==> src/common/vcfs_pkg.sv <==
package vcfs_pkg;

  // Clock and frame rates
  localparam int CLK_HZ = 100_000_000;
  localparam int FPS_525 = 30;
  localparam int FPS_625 = 25;

  // Frame period counter width, wide enough for the slower standard
  localparam int FRAME_W = 22;

  // Crosspoint and decoder sizes
  localparam int N_IN = 16;
  localparam int N_DEC = 4;
  localparam int IN_W = 4;
  localparam int DEC_W = 2;

  // Frame starts a decoder needs after a reroute before it is locked
  localparam logic [1:0] LOCK_FRAMES = 2'h3;
  localparam logic [1:0] LOCK_RST = 2'h0;

  // Caption text store
  localparam int CAP_CHARS = 64;
  localparam int CAP_AW = 6;
  localparam int CHAR_W = 8;
  localparam int COLOR_W = 3;
  localparam int PIX_W = 8;

  // Two-entry command buffer
  localparam int BUF_DEPTH = 2;
  localparam logic [1:0] BUF_FULL = 2'h2;

  // Reset routing: decoder k listens to input number k+1 (index k)
  localparam logic [N_DEC-1:0][IN_W-1:0] ROUTE_RST = {4'h3, 4'h2, 4'h1, 4'h0};

  // Caption color index to overlay luma
  localparam logic [7:0][PIX_W-1:0] CAP_PALETTE = {
    8'hff, 8'hd0, 8'hb0, 8'h90, 8'h70, 8'h50, 8'h30, 8'h10
  };

  // One per-frame command from the host
  typedef struct packed {
    logic cap_on;
    logic [COLOR_W-1:0] color;
    logic [IN_W-1:0] next_in;
    logic [DEC_W-1:0] dec;
  } vcfs_cmd_s;

  localparam int CMD_W = $bits(vcfs_cmd_s);

endpackage

==> src/common/vcfs_buf_if.sv <==
`timescale 1ns/100ps
`default_nettype none

interface vcfs_buf_if #(
  parameter int W = 8
);
  logic in_valid;
  logic in_ready;
  logic [W-1:0] in_data;
  logic out_valid;
  logic out_ready;
  logic [W-1:0] out_data;

  // Buffer side
  modport store (
    input in_valid, in_data, out_ready,
    output in_ready, out_valid, out_data
  );

  // Side that fills and drains the buffer
  modport user (
    output in_valid, in_data, out_ready,
    input in_ready, out_valid, out_data
  );
endinterface

`default_nettype wire

==> src/verilog/vcfs_sched.sv <==
// How it works
// - One frame period: 30 or 25 per second
// - Pulse frame-start interrupt at each frame start
// - No command ready at start: skip frame
// - Crosspoint routes sixteen inputs to four decoders
// - Rerouted decoder needs three frames to lock
// - Optional 64-character caption, text bank swapped at each capture start
// - Each capture yields compressed image and bitmap
// - Caption transparent, only on compressed image
`timescale 1ns/100ps
`default_nettype none

module vcfs_sched #(
  parameter int FRAME_CYC_525 = vcfs_pkg::CLK_HZ / vcfs_pkg::FPS_525,
  parameter int FRAME_CYC_625 = vcfs_pkg::CLK_HZ / vcfs_pkg::FPS_625
) (
  // Clock, reset, enable
  input wire logic I_CLK,
  input wire logic I_SYS_RST,
  input wire logic I_CE,
  // Video standard: high for 625 lines
  input wire logic I_STD_625,
  // Command stream from host
  input wire logic I_CMD_VALID,
  input wire logic [vcfs_pkg::CMD_W-1:0] I_CMD_DATA,
  output logic O_CMD_READY,
  // Caption text load and read
  input wire logic I_TXT_WE,
  input wire logic [vcfs_pkg::CAP_AW-1:0] I_TXT_ADDR,
  input wire logic [vcfs_pkg::CHAR_W-1:0] I_TXT_CHAR,
  input wire logic [vcfs_pkg::CAP_AW-1:0] I_TXT_RADDR,
  output logic [vcfs_pkg::CHAR_W-1:0] O_TXT_CHAR,
  // Frame events and capture control
  output logic O_FRAME_IRQ,
  output logic O_CAP_GO,
  output logic O_FRAME_SKIP,
  output logic O_LOCK_ERR,
  output logic O_BUSY,
  output logic [vcfs_pkg::DEC_W-1:0] O_CAP_DEC,
  output logic O_CAP_CAPTION,
  input wire logic I_CAP_DONE,
  // Crosspoint and decoder lock state
  output logic [vcfs_pkg::N_DEC*vcfs_pkg::IN_W-1:0] O_ROUTE,
  output logic [vcfs_pkg::N_DEC-1:0] O_DEC_READY,
  // Pixel path: caption overlay on compressed path only
  input wire logic [vcfs_pkg::PIX_W-1:0] I_PIX,
  input wire logic I_CHAR_PIX,
  output logic [vcfs_pkg::PIX_W-1:0] O_PIX_JPEG,
  output logic [vcfs_pkg::PIX_W-1:0] O_PIX_BMP
);

  typedef struct packed {
    logic [vcfs_pkg::FRAME_W-1:0] frame_cnt;
    logic irq;
    logic go;
    logic skip;
    logic lock_err;
    logic busy;
    vcfs_pkg::vcfs_cmd_s cur;
    logic [vcfs_pkg::N_DEC-1:0][vcfs_pkg::IN_W-1:0] route;
    logic [vcfs_pkg::N_DEC-1:0][1:0] lock;
    logic [vcfs_pkg::N_DEC-1:0] ready;
    logic bank;
    logic [1:0][vcfs_pkg::CAP_CHARS-1:0][vcfs_pkg::CHAR_W-1:0] text;
    logic [vcfs_pkg::CHAR_W-1:0] txt_rd;
    logic [vcfs_pkg::PIX_W-1:0] pix_jpeg;
    logic [vcfs_pkg::PIX_W-1:0] pix_bmp;
  } vcfs_sched_s;

  localparam vcfs_sched_s RST_STATE = '{route: vcfs_pkg::ROUTE_RST, default: '0};
  localparam logic [vcfs_pkg::FRAME_W-1:0] LAST_525 =
    vcfs_pkg::FRAME_W'(FRAME_CYC_525 - 1);
  localparam logic [vcfs_pkg::FRAME_W-1:0] LAST_625 =
    vcfs_pkg::FRAME_W'(FRAME_CYC_625 - 1);

  vcfs_sched_s q;
  vcfs_sched_s d;
  logic start;
  logic take;
  vcfs_pkg::vcfs_cmd_s head;

  vcfs_buf_if #(.W(vcfs_pkg::CMD_W)) cmd_bus ();

  // Two-entry command buffer between host and scheduler
  vcfs_skid #(.W(vcfs_pkg::CMD_W)) u_cmd_buf (
    .i_clk (I_CLK),
    .i_rst (I_SYS_RST),
    .i_ce (I_CE),
    .bus (cmd_bus.store)
  );

  // Host side of the buffer and its head word
  assign cmd_bus.in_valid = I_CMD_VALID;
  assign cmd_bus.in_data = I_CMD_DATA;
  assign head = cmd_bus.out_data;
  // A command leaves the buffer only at a frame start with no capture running
  // Compare at or past the end, so a switch to the shorter standard never overruns
  assign start = (q.frame_cnt >= (I_STD_625 ? LAST_625 : LAST_525));
  assign take = start && !q.busy;
  assign cmd_bus.out_ready = take;

  // Frame timing, command dispatch, reroute and caption store
  always_comb begin
    d = q;
    d.irq = 1'b0;
    d.go = 1'b0;
    d.skip = 1'b0;
    d.lock_err = 1'b0;
    d.frame_cnt = start ? '0 : q.frame_cnt + 1'b1;
    if (start) begin
      d.irq = 1'b1;
      for (int k = 0; k < vcfs_pkg::N_DEC; k++) begin
        if (q.lock[k] != vcfs_pkg::LOCK_FRAMES) begin
          d.lock[k] = q.lock[k] + 2'h1;
        end
      end
      if (take && cmd_bus.out_valid && q.ready[head.dec]) begin
        d.go = 1'b1;
        d.busy = 1'b1;
        d.cur = head;
        d.bank = ~q.bank;
      end else begin
        d.skip = 1'b1;
        d.lock_err = take && cmd_bus.out_valid;
      end
    end
    // Capture finished: switch that decoder, restart its lock wait
    if (I_CAP_DONE && q.busy) begin
      d.busy = 1'b0;
      d.route[q.cur.dec] = q.cur.next_in;
      d.lock[q.cur.dec] = vcfs_pkg::LOCK_RST;
    end
    for (int k = 0; k < vcfs_pkg::N_DEC; k++) begin
      d.ready[k] = (d.lock[k] == vcfs_pkg::LOCK_FRAMES);
    end
    // Host fills the idle bank while the other one is shown
    if (I_TXT_WE) begin
      d.text[~q.bank][I_TXT_ADDR] = I_TXT_CHAR;
    end
    d.txt_rd = q.text[q.bank][I_TXT_RADDR];
    // Transparent caption on the compressed path, bitmap untouched
    d.pix_bmp = I_PIX;
    if (q.cur.cap_on && I_CHAR_PIX) begin
      d.pix_jpeg = vcfs_pkg::CAP_PALETTE[q.cur.color];
    end else begin
      d.pix_jpeg = I_PIX;
    end
  end

  // State register
  always_ff @(posedge I_CLK or posedge I_SYS_RST) begin
    if (I_SYS_RST) begin
      q <= RST_STATE;
    end else if (I_CE) begin
      q <= d;
    end
  end

  // Outputs straight from state
  assign O_CMD_READY = cmd_bus.in_ready;
  assign O_TXT_CHAR = q.txt_rd;
  assign O_FRAME_IRQ = q.irq;
  assign O_CAP_GO = q.go;
  assign O_FRAME_SKIP = q.skip;
  assign O_LOCK_ERR = q.lock_err;
  assign O_BUSY = q.busy;
  assign O_CAP_DEC = q.cur.dec;
  assign O_CAP_CAPTION = q.cur.cap_on;
  assign O_ROUTE = q.route;
  assign O_DEC_READY = q.ready;
  assign O_PIX_JPEG = q.pix_jpeg;
  assign O_PIX_BMP = q.pix_bmp;

  // Cycles since the last frame start, for the period check
  logic [vcfs_pkg::FRAME_W-1:0] gap_q;
  logic seen_q;
  always_ff @(posedge I_CLK or posedge I_SYS_RST) begin
    if (I_SYS_RST) begin
      gap_q <= '0;
      seen_q <= 1'b0;
    end else if (I_CE) begin
      gap_q <= O_FRAME_IRQ ? vcfs_pkg::FRAME_W'(1) : gap_q + 1'b1;
      seen_q <= seen_q | O_FRAME_IRQ;
    end
  end
endmodule

`default_nettype wire

==> src/verilog/vcfs_skid.sv <==
`timescale 1ns/100ps
`default_nettype none

module vcfs_skid #(
  parameter int W = 8
) (
  // Clock, reset and enable
  input wire logic i_clk,
  input wire logic i_rst,
  input wire logic i_ce,
  // Buffer ports
  vcfs_buf_if.store bus
);

  typedef struct packed {
    logic [vcfs_pkg::BUF_DEPTH-1:0][W-1:0] mem;
    logic [1:0] cnt;
    logic rdy;
  } vcfs_skid_s;

  localparam vcfs_skid_s RST_STATE = '{rdy: 1'b1, default: '0};

  vcfs_skid_s q;
  vcfs_skid_s d;
  logic push;
  logic pop;

  // Ready and head word come from state
  assign bus.in_ready = q.rdy;
  assign bus.out_valid = (q.cnt != 2'h0);
  assign bus.out_data = q.mem[0];

  // Pop shifts the head out, push lands behind what remains
  always_comb begin
    d = q;
    push = bus.in_valid && q.rdy;
    pop = bus.out_ready && (q.cnt != 2'h0);
    if (pop) begin
      d.mem[0] = q.mem[1];
      d.cnt = q.cnt - 2'h1;
    end
    if (push) begin
      d.mem[d.cnt[0]] = bus.in_data;
      d.cnt = d.cnt + 2'h1;
    end
    d.rdy = (d.cnt != vcfs_pkg::BUF_FULL);
  end

  // State register
  always_ff @(posedge i_clk or posedge i_rst) begin
    if (i_rst) begin
      q <= RST_STATE;
    end else if (i_ce) begin
      q <= d;
    end
  end

endmodule

`default_nettype wire
==> config.mk <==
export PLATFORM = sky130hd
export DESIGN_NAME = vcfs_sched
export DESIGN_NICKNAME = d
export VERILOG_FILES = /design/src/common/vcfs_pkg.sv /design/src/common/vcfs_buf_if.sv /design/src/verilog/vcfs_sched.sv /design/src/verilog/vcfs_skid.sv
export SDC_FILE = /design/constraint.sdc
export NUM_CORES = 2
export LEC_CHECK = 0
export ABC_AREA = 0
export BUFFER_PORTS_ARGS = -buffer_cell sky130_fd_sc_hd__buf_2
export CAP_MARGIN = 30
export CORE_MARGIN = 4
export CORE_UTILIZATION = 40
export DETAILED_ROUTE_END_ITERATION = 10
export GPL_TIMING_DRIVEN = 0
export HOLD_SLACK_MARGIN = 0.05
export PLACE_DENSITY_LB_ADDON = 0.1
export SLEW_MARGIN = 20
export SYNTH_ARGS = -nofsm -noshare
export SYNTH_HDL_FRONTEND = slang
export SYNTH_SLANG_ARGS = --single-unit
==> constraint.sdc <==
create_clock -name I_CLK -period 43.4 [get_ports I_CLK]
set_clock_uncertainty 0.05 [all_clocks]
set_input_delay 6.51 -clock I_CLK [delete_from_list [all_inputs] [get_ports I_CLK]]
set_output_delay 6.51 -clock I_CLK [all_outputs]
set_load 0.02 [all_outputs]
==> impl_metrics.env <==
export IMPL_fillCellCount=11700
export IMPL_synthCells=3477
export IMPL_ctsLongestPathBuffers=3
export IMPL_dpl_cell_area_um2=55700
export IMPL_slowest_stage="buf_2"
export IMPL_die_w_um=370
export IMPL_grt_total_usage_pct=26.4
export IMPL_first_global_vias=33300
export IMPL_use_met3_pct=4.99
export IMPL_grt_max_degree=99
export IMPL_globalplace_congestion=0.944
export IMPL_peakVddDrop_mv=0.0305
export IMPL_syn_area_um2=52400
export IMPL_clk_latency_ns=0.75
export IMPL_setup_violations=0
export IMPL_cellPowerDensity_nw_per_um2=41.4
export IMPL_startpoint="I_TXT_RADDR[0]"
export IMPL_synth_nets=3537
export IMPL_final_util_pct=46.4
export IMPL_path_class="in -> reg"
export IMPL_nNetsFinal=3798
export IMPL_power_w=0.00249
export IMPL_detail_route_first_pass_iterations=5
export IMPL_drtIter0Drc=2546
export IMPL_drc_errors=0
export IMPL_rsz0062_at_grt="no"
export IMPL_cp_endpoint="O_TXT_CHAR[0]"
export IMPL_vias=32300
export IMPL_cp_end_kind="flip-flop"
export IMPL_synthTopCellsByArea="dfrtp_1, mux2_2, mux4_2"
export IMPL_crit_path_max_incr_delay_ns=0.63
export IMPL_cts_root_buffer="clkbuf_16"
export IMPL_core_area_um2=130000
export IMPL_drive_gt1_share_pct=49.8
export IMPL_yosysWarningCount=0
export IMPL_h_tree_depth=4
export IMPL_final_common_cell="dfrtp_1"
export IMPL_synthFlopType="dfrtp_1"
export IMPL_final_cell_mix="dfrtp_1, mux2_2, mux4_2"
export IMPL_rr_startpoint="q[1048]"
export IMPL_maxSlewViolCount=0
export IMPL_synth_seq_cells=1137
export IMPL_r2r_cells=8
export IMPL_slew_headroom_pct=25.3
export IMPL_cts_tree="built"
export IMPL_hp_class="reg -> reg"
export IMPL_fin_tns_setup_ns=0
export IMPL_seqPwrFrac_pct=46.1
export IMPL_postCtsSetupBuffers=0
export IMPL_switching_share_pct=24.6
export IMPL_ys_types=67
export IMPL_worstMarginPinSlew_ns=1.11
export IMPL_avgSynthCellArea_um2=15.1
export IMPL_wl_um=179000
export IMPL_power_switching_w=0.000613
export IMPL_antenna_found_initial=10
export IMPL_ant_nets=0
export IMPL_finalHoldViolations=0
export IMPL_grt_util_met1_pct=37.8
export IMPL_dp_hpwl_um=125000
export IMPL_areaGrowthSynthToFinish_pct=14.7
export IMPL_fin_area_um2=60200
export IMPL_fin_crit_sh_pct=21.6
export IMPL_leakage_nw=28.1
export IMPL_path_clk_slew_ns=0.06
export IMPL_max_freq_mhz=107
export IMPL_ios=99
export IMPL_cp_arrival_ns=9.96
export IMPL_critPathLaunchType="input pin"
export IMPL_cts_repair_resized=0
export IMPL_grt_overflow=0
export IMPL_reg2reg_slack_ns=39.76
export IMPL_die_area_um2=137000
export IMPL_grt_pass1_wl_um=256000
export IMPL_worstPathCellList="buf_4, buf_4, buf_2, buf_2, mux2i_1, o22ai_1, a211oi_1, nand2_1, a41oi_1, a211oi_1"
export IMPL_cts_made_buffers=133
export IMPL_use_met2_pct=40.5
export IMPL_internal_power_w=0.00188
export IMPL_busiest_layer="met2"
export IMPL_synth_top_cell_area_share_pct=54.0
export IMPL_clkPwrFrac_pct=45.7
export IMPL_required_ns=43.97
export IMPL_async_flop_share_pct=100
export IMPL_initial_utilization_pct=40.4
export IMPL_status="finished clean"
export IMPL_critPathMaxFanout=10
export IMPL_power_frac_comb_pct=8.1
export IMPL_numPortBuffers=89
export IMPL_synth_top_cell_by_area="dfrtp_1"
export IMPL_wl_per_cell_um=32.0
export IMPL_ys_seq_area_share_pct=54.3
export IMPL_synth_edf_count=0
export IMPL_postCtsHoldBufs=0
export IMPL_die_h_um=370
export IMPL_r2r_end="O_TXT_CHAR[1]"
export IMPL_fin_crit_ns=9.39
export IMPL_max_cap_viol_count=0
export IMPL_routed_via_density=5.79
export IMPL_numClockSinks=1137
export IMPL_rows=132
cell type report:
type	count	area, µm²	share of cell area (%)
inverter	28	113	0.187
antenna	5	12.5	0.0208
clock inverter	33	414	0.688
multi-input combinational	2024	22500	37.3
buffer	288	1470	2.44
tap	1742	2180	3.62
clock buffer	197	3970	6.60
timing repair buffer	126	1100	1.83
sequential	1137	28500	47.3
cell families (layout without fill, tap and decap cells):
logic type	count (synthesis)	count (layout)	synth area share [%]
compound gates	214	214	2.90
xor+xnor	20	20	0.348
fa+ha+maj	14	14	0.334
buf+inv	316	672	2.95
flops	1137	1137	54.3
mux	1379	1379	35.2
other cells	0	5	0
simple gates	397	397	4.00
flip-flops by register name (all words and copies together) (netlist names):
name                    cells
O_FRAME_SKIP                1
O_CAP_CAPTION               1
u_cmd_buf.bus.out_data     10
O_FRAME_IRQ                 1
O_BUSY                      1
O_CAP_GO                    1
O_LOCK_ERR                  1
O_ROUTE                    16
u_cmd_buf.q                12
O_TXT_CHAR                  8
O_DEC_READY                 4
u_cmd_buf.bus.in_ready      1
O_PIX_BMP                   8
O_PIX_JPEG                  8
q                        1062
O_CAP_DEC                   2
power by group through the flow:
stage | Sequential [W] | Combinational [W] | Clock, W
after floorplan | 0.00116 | 0.000130 | 0
after global placement | 0.00117 | 0.000194 | 0
after detailed placement | 0.00117 | 0.000203 | 0
after CTS | 0.00115 | 0.000203 | 0.00116
after global routing | 0.00116 | 0.000219 | 0.00121
final | 0.00115 | 0.000203 | 0.00114
worst max-delay path, delay by kind of cell:
kind                   cells  cell delay (ns)
AND/OR/NAND/NOR            1             0.26
AO/OA/AOI/OAI              4             1.19
multiplexers               1             0.31
buffers and inverters      4             1.66
how the worst min path moves through the flow:
stage,end,slack (ns),depth (start not counted),from
global placement,O_CAP_GO,0.41,1,O_CAP_GO
floorplan,q[175],0.41,1,q[175]
detailed placement,O_CAP_GO,0.43,1,O_CAP_GO
finish,O_CAP_GO,0.44,1,O_CAP_GO
global route,q[121],0.46,1,q[121]
CTS,O_CAP_GO,0.44,1,O_CAP_GO
per-layer routing:
layer  share of wire (%)  wire length (µm)
met5                   0                 0
met4                 3.6              6450
met3                 5.8             10400
met2                  45             80900
met1                  45             80800
per-stage QoR:
step | setup slack (ns) | hold slack (ns) | instances
2_1_floorplan | 4.83 | 0.409 | 3477
3_3_place_gp | -10.16 | 0.414 | 5308
3_5_place_dp | 33.40 | 0.427 | 5341
4_1_cts | 34.22 | 0.440 | 5571
5_1_grt | 34.07 | 0.457 | 5575
6_report | 34.01 | 0.437 | 5580
cell usage after synthesis, types with 15 or more instances:
master and number:
buf_4 69, a21oi_1 15, nor2_2 76, dfrtp_1 1132, o22ai_1 38, mux2i_1 52
nor2_1 83, mux4_2 263, nand2_1 110, o21ai_0 22, mux2_2 1046, a211oi_1 26
nand2b_1 17, buf_2 53, nor3_1 18, inv_1 27, nand3_1 16, a22oi_1 28
clkbuf_1 149
Power figures use the tool's default switching activity.
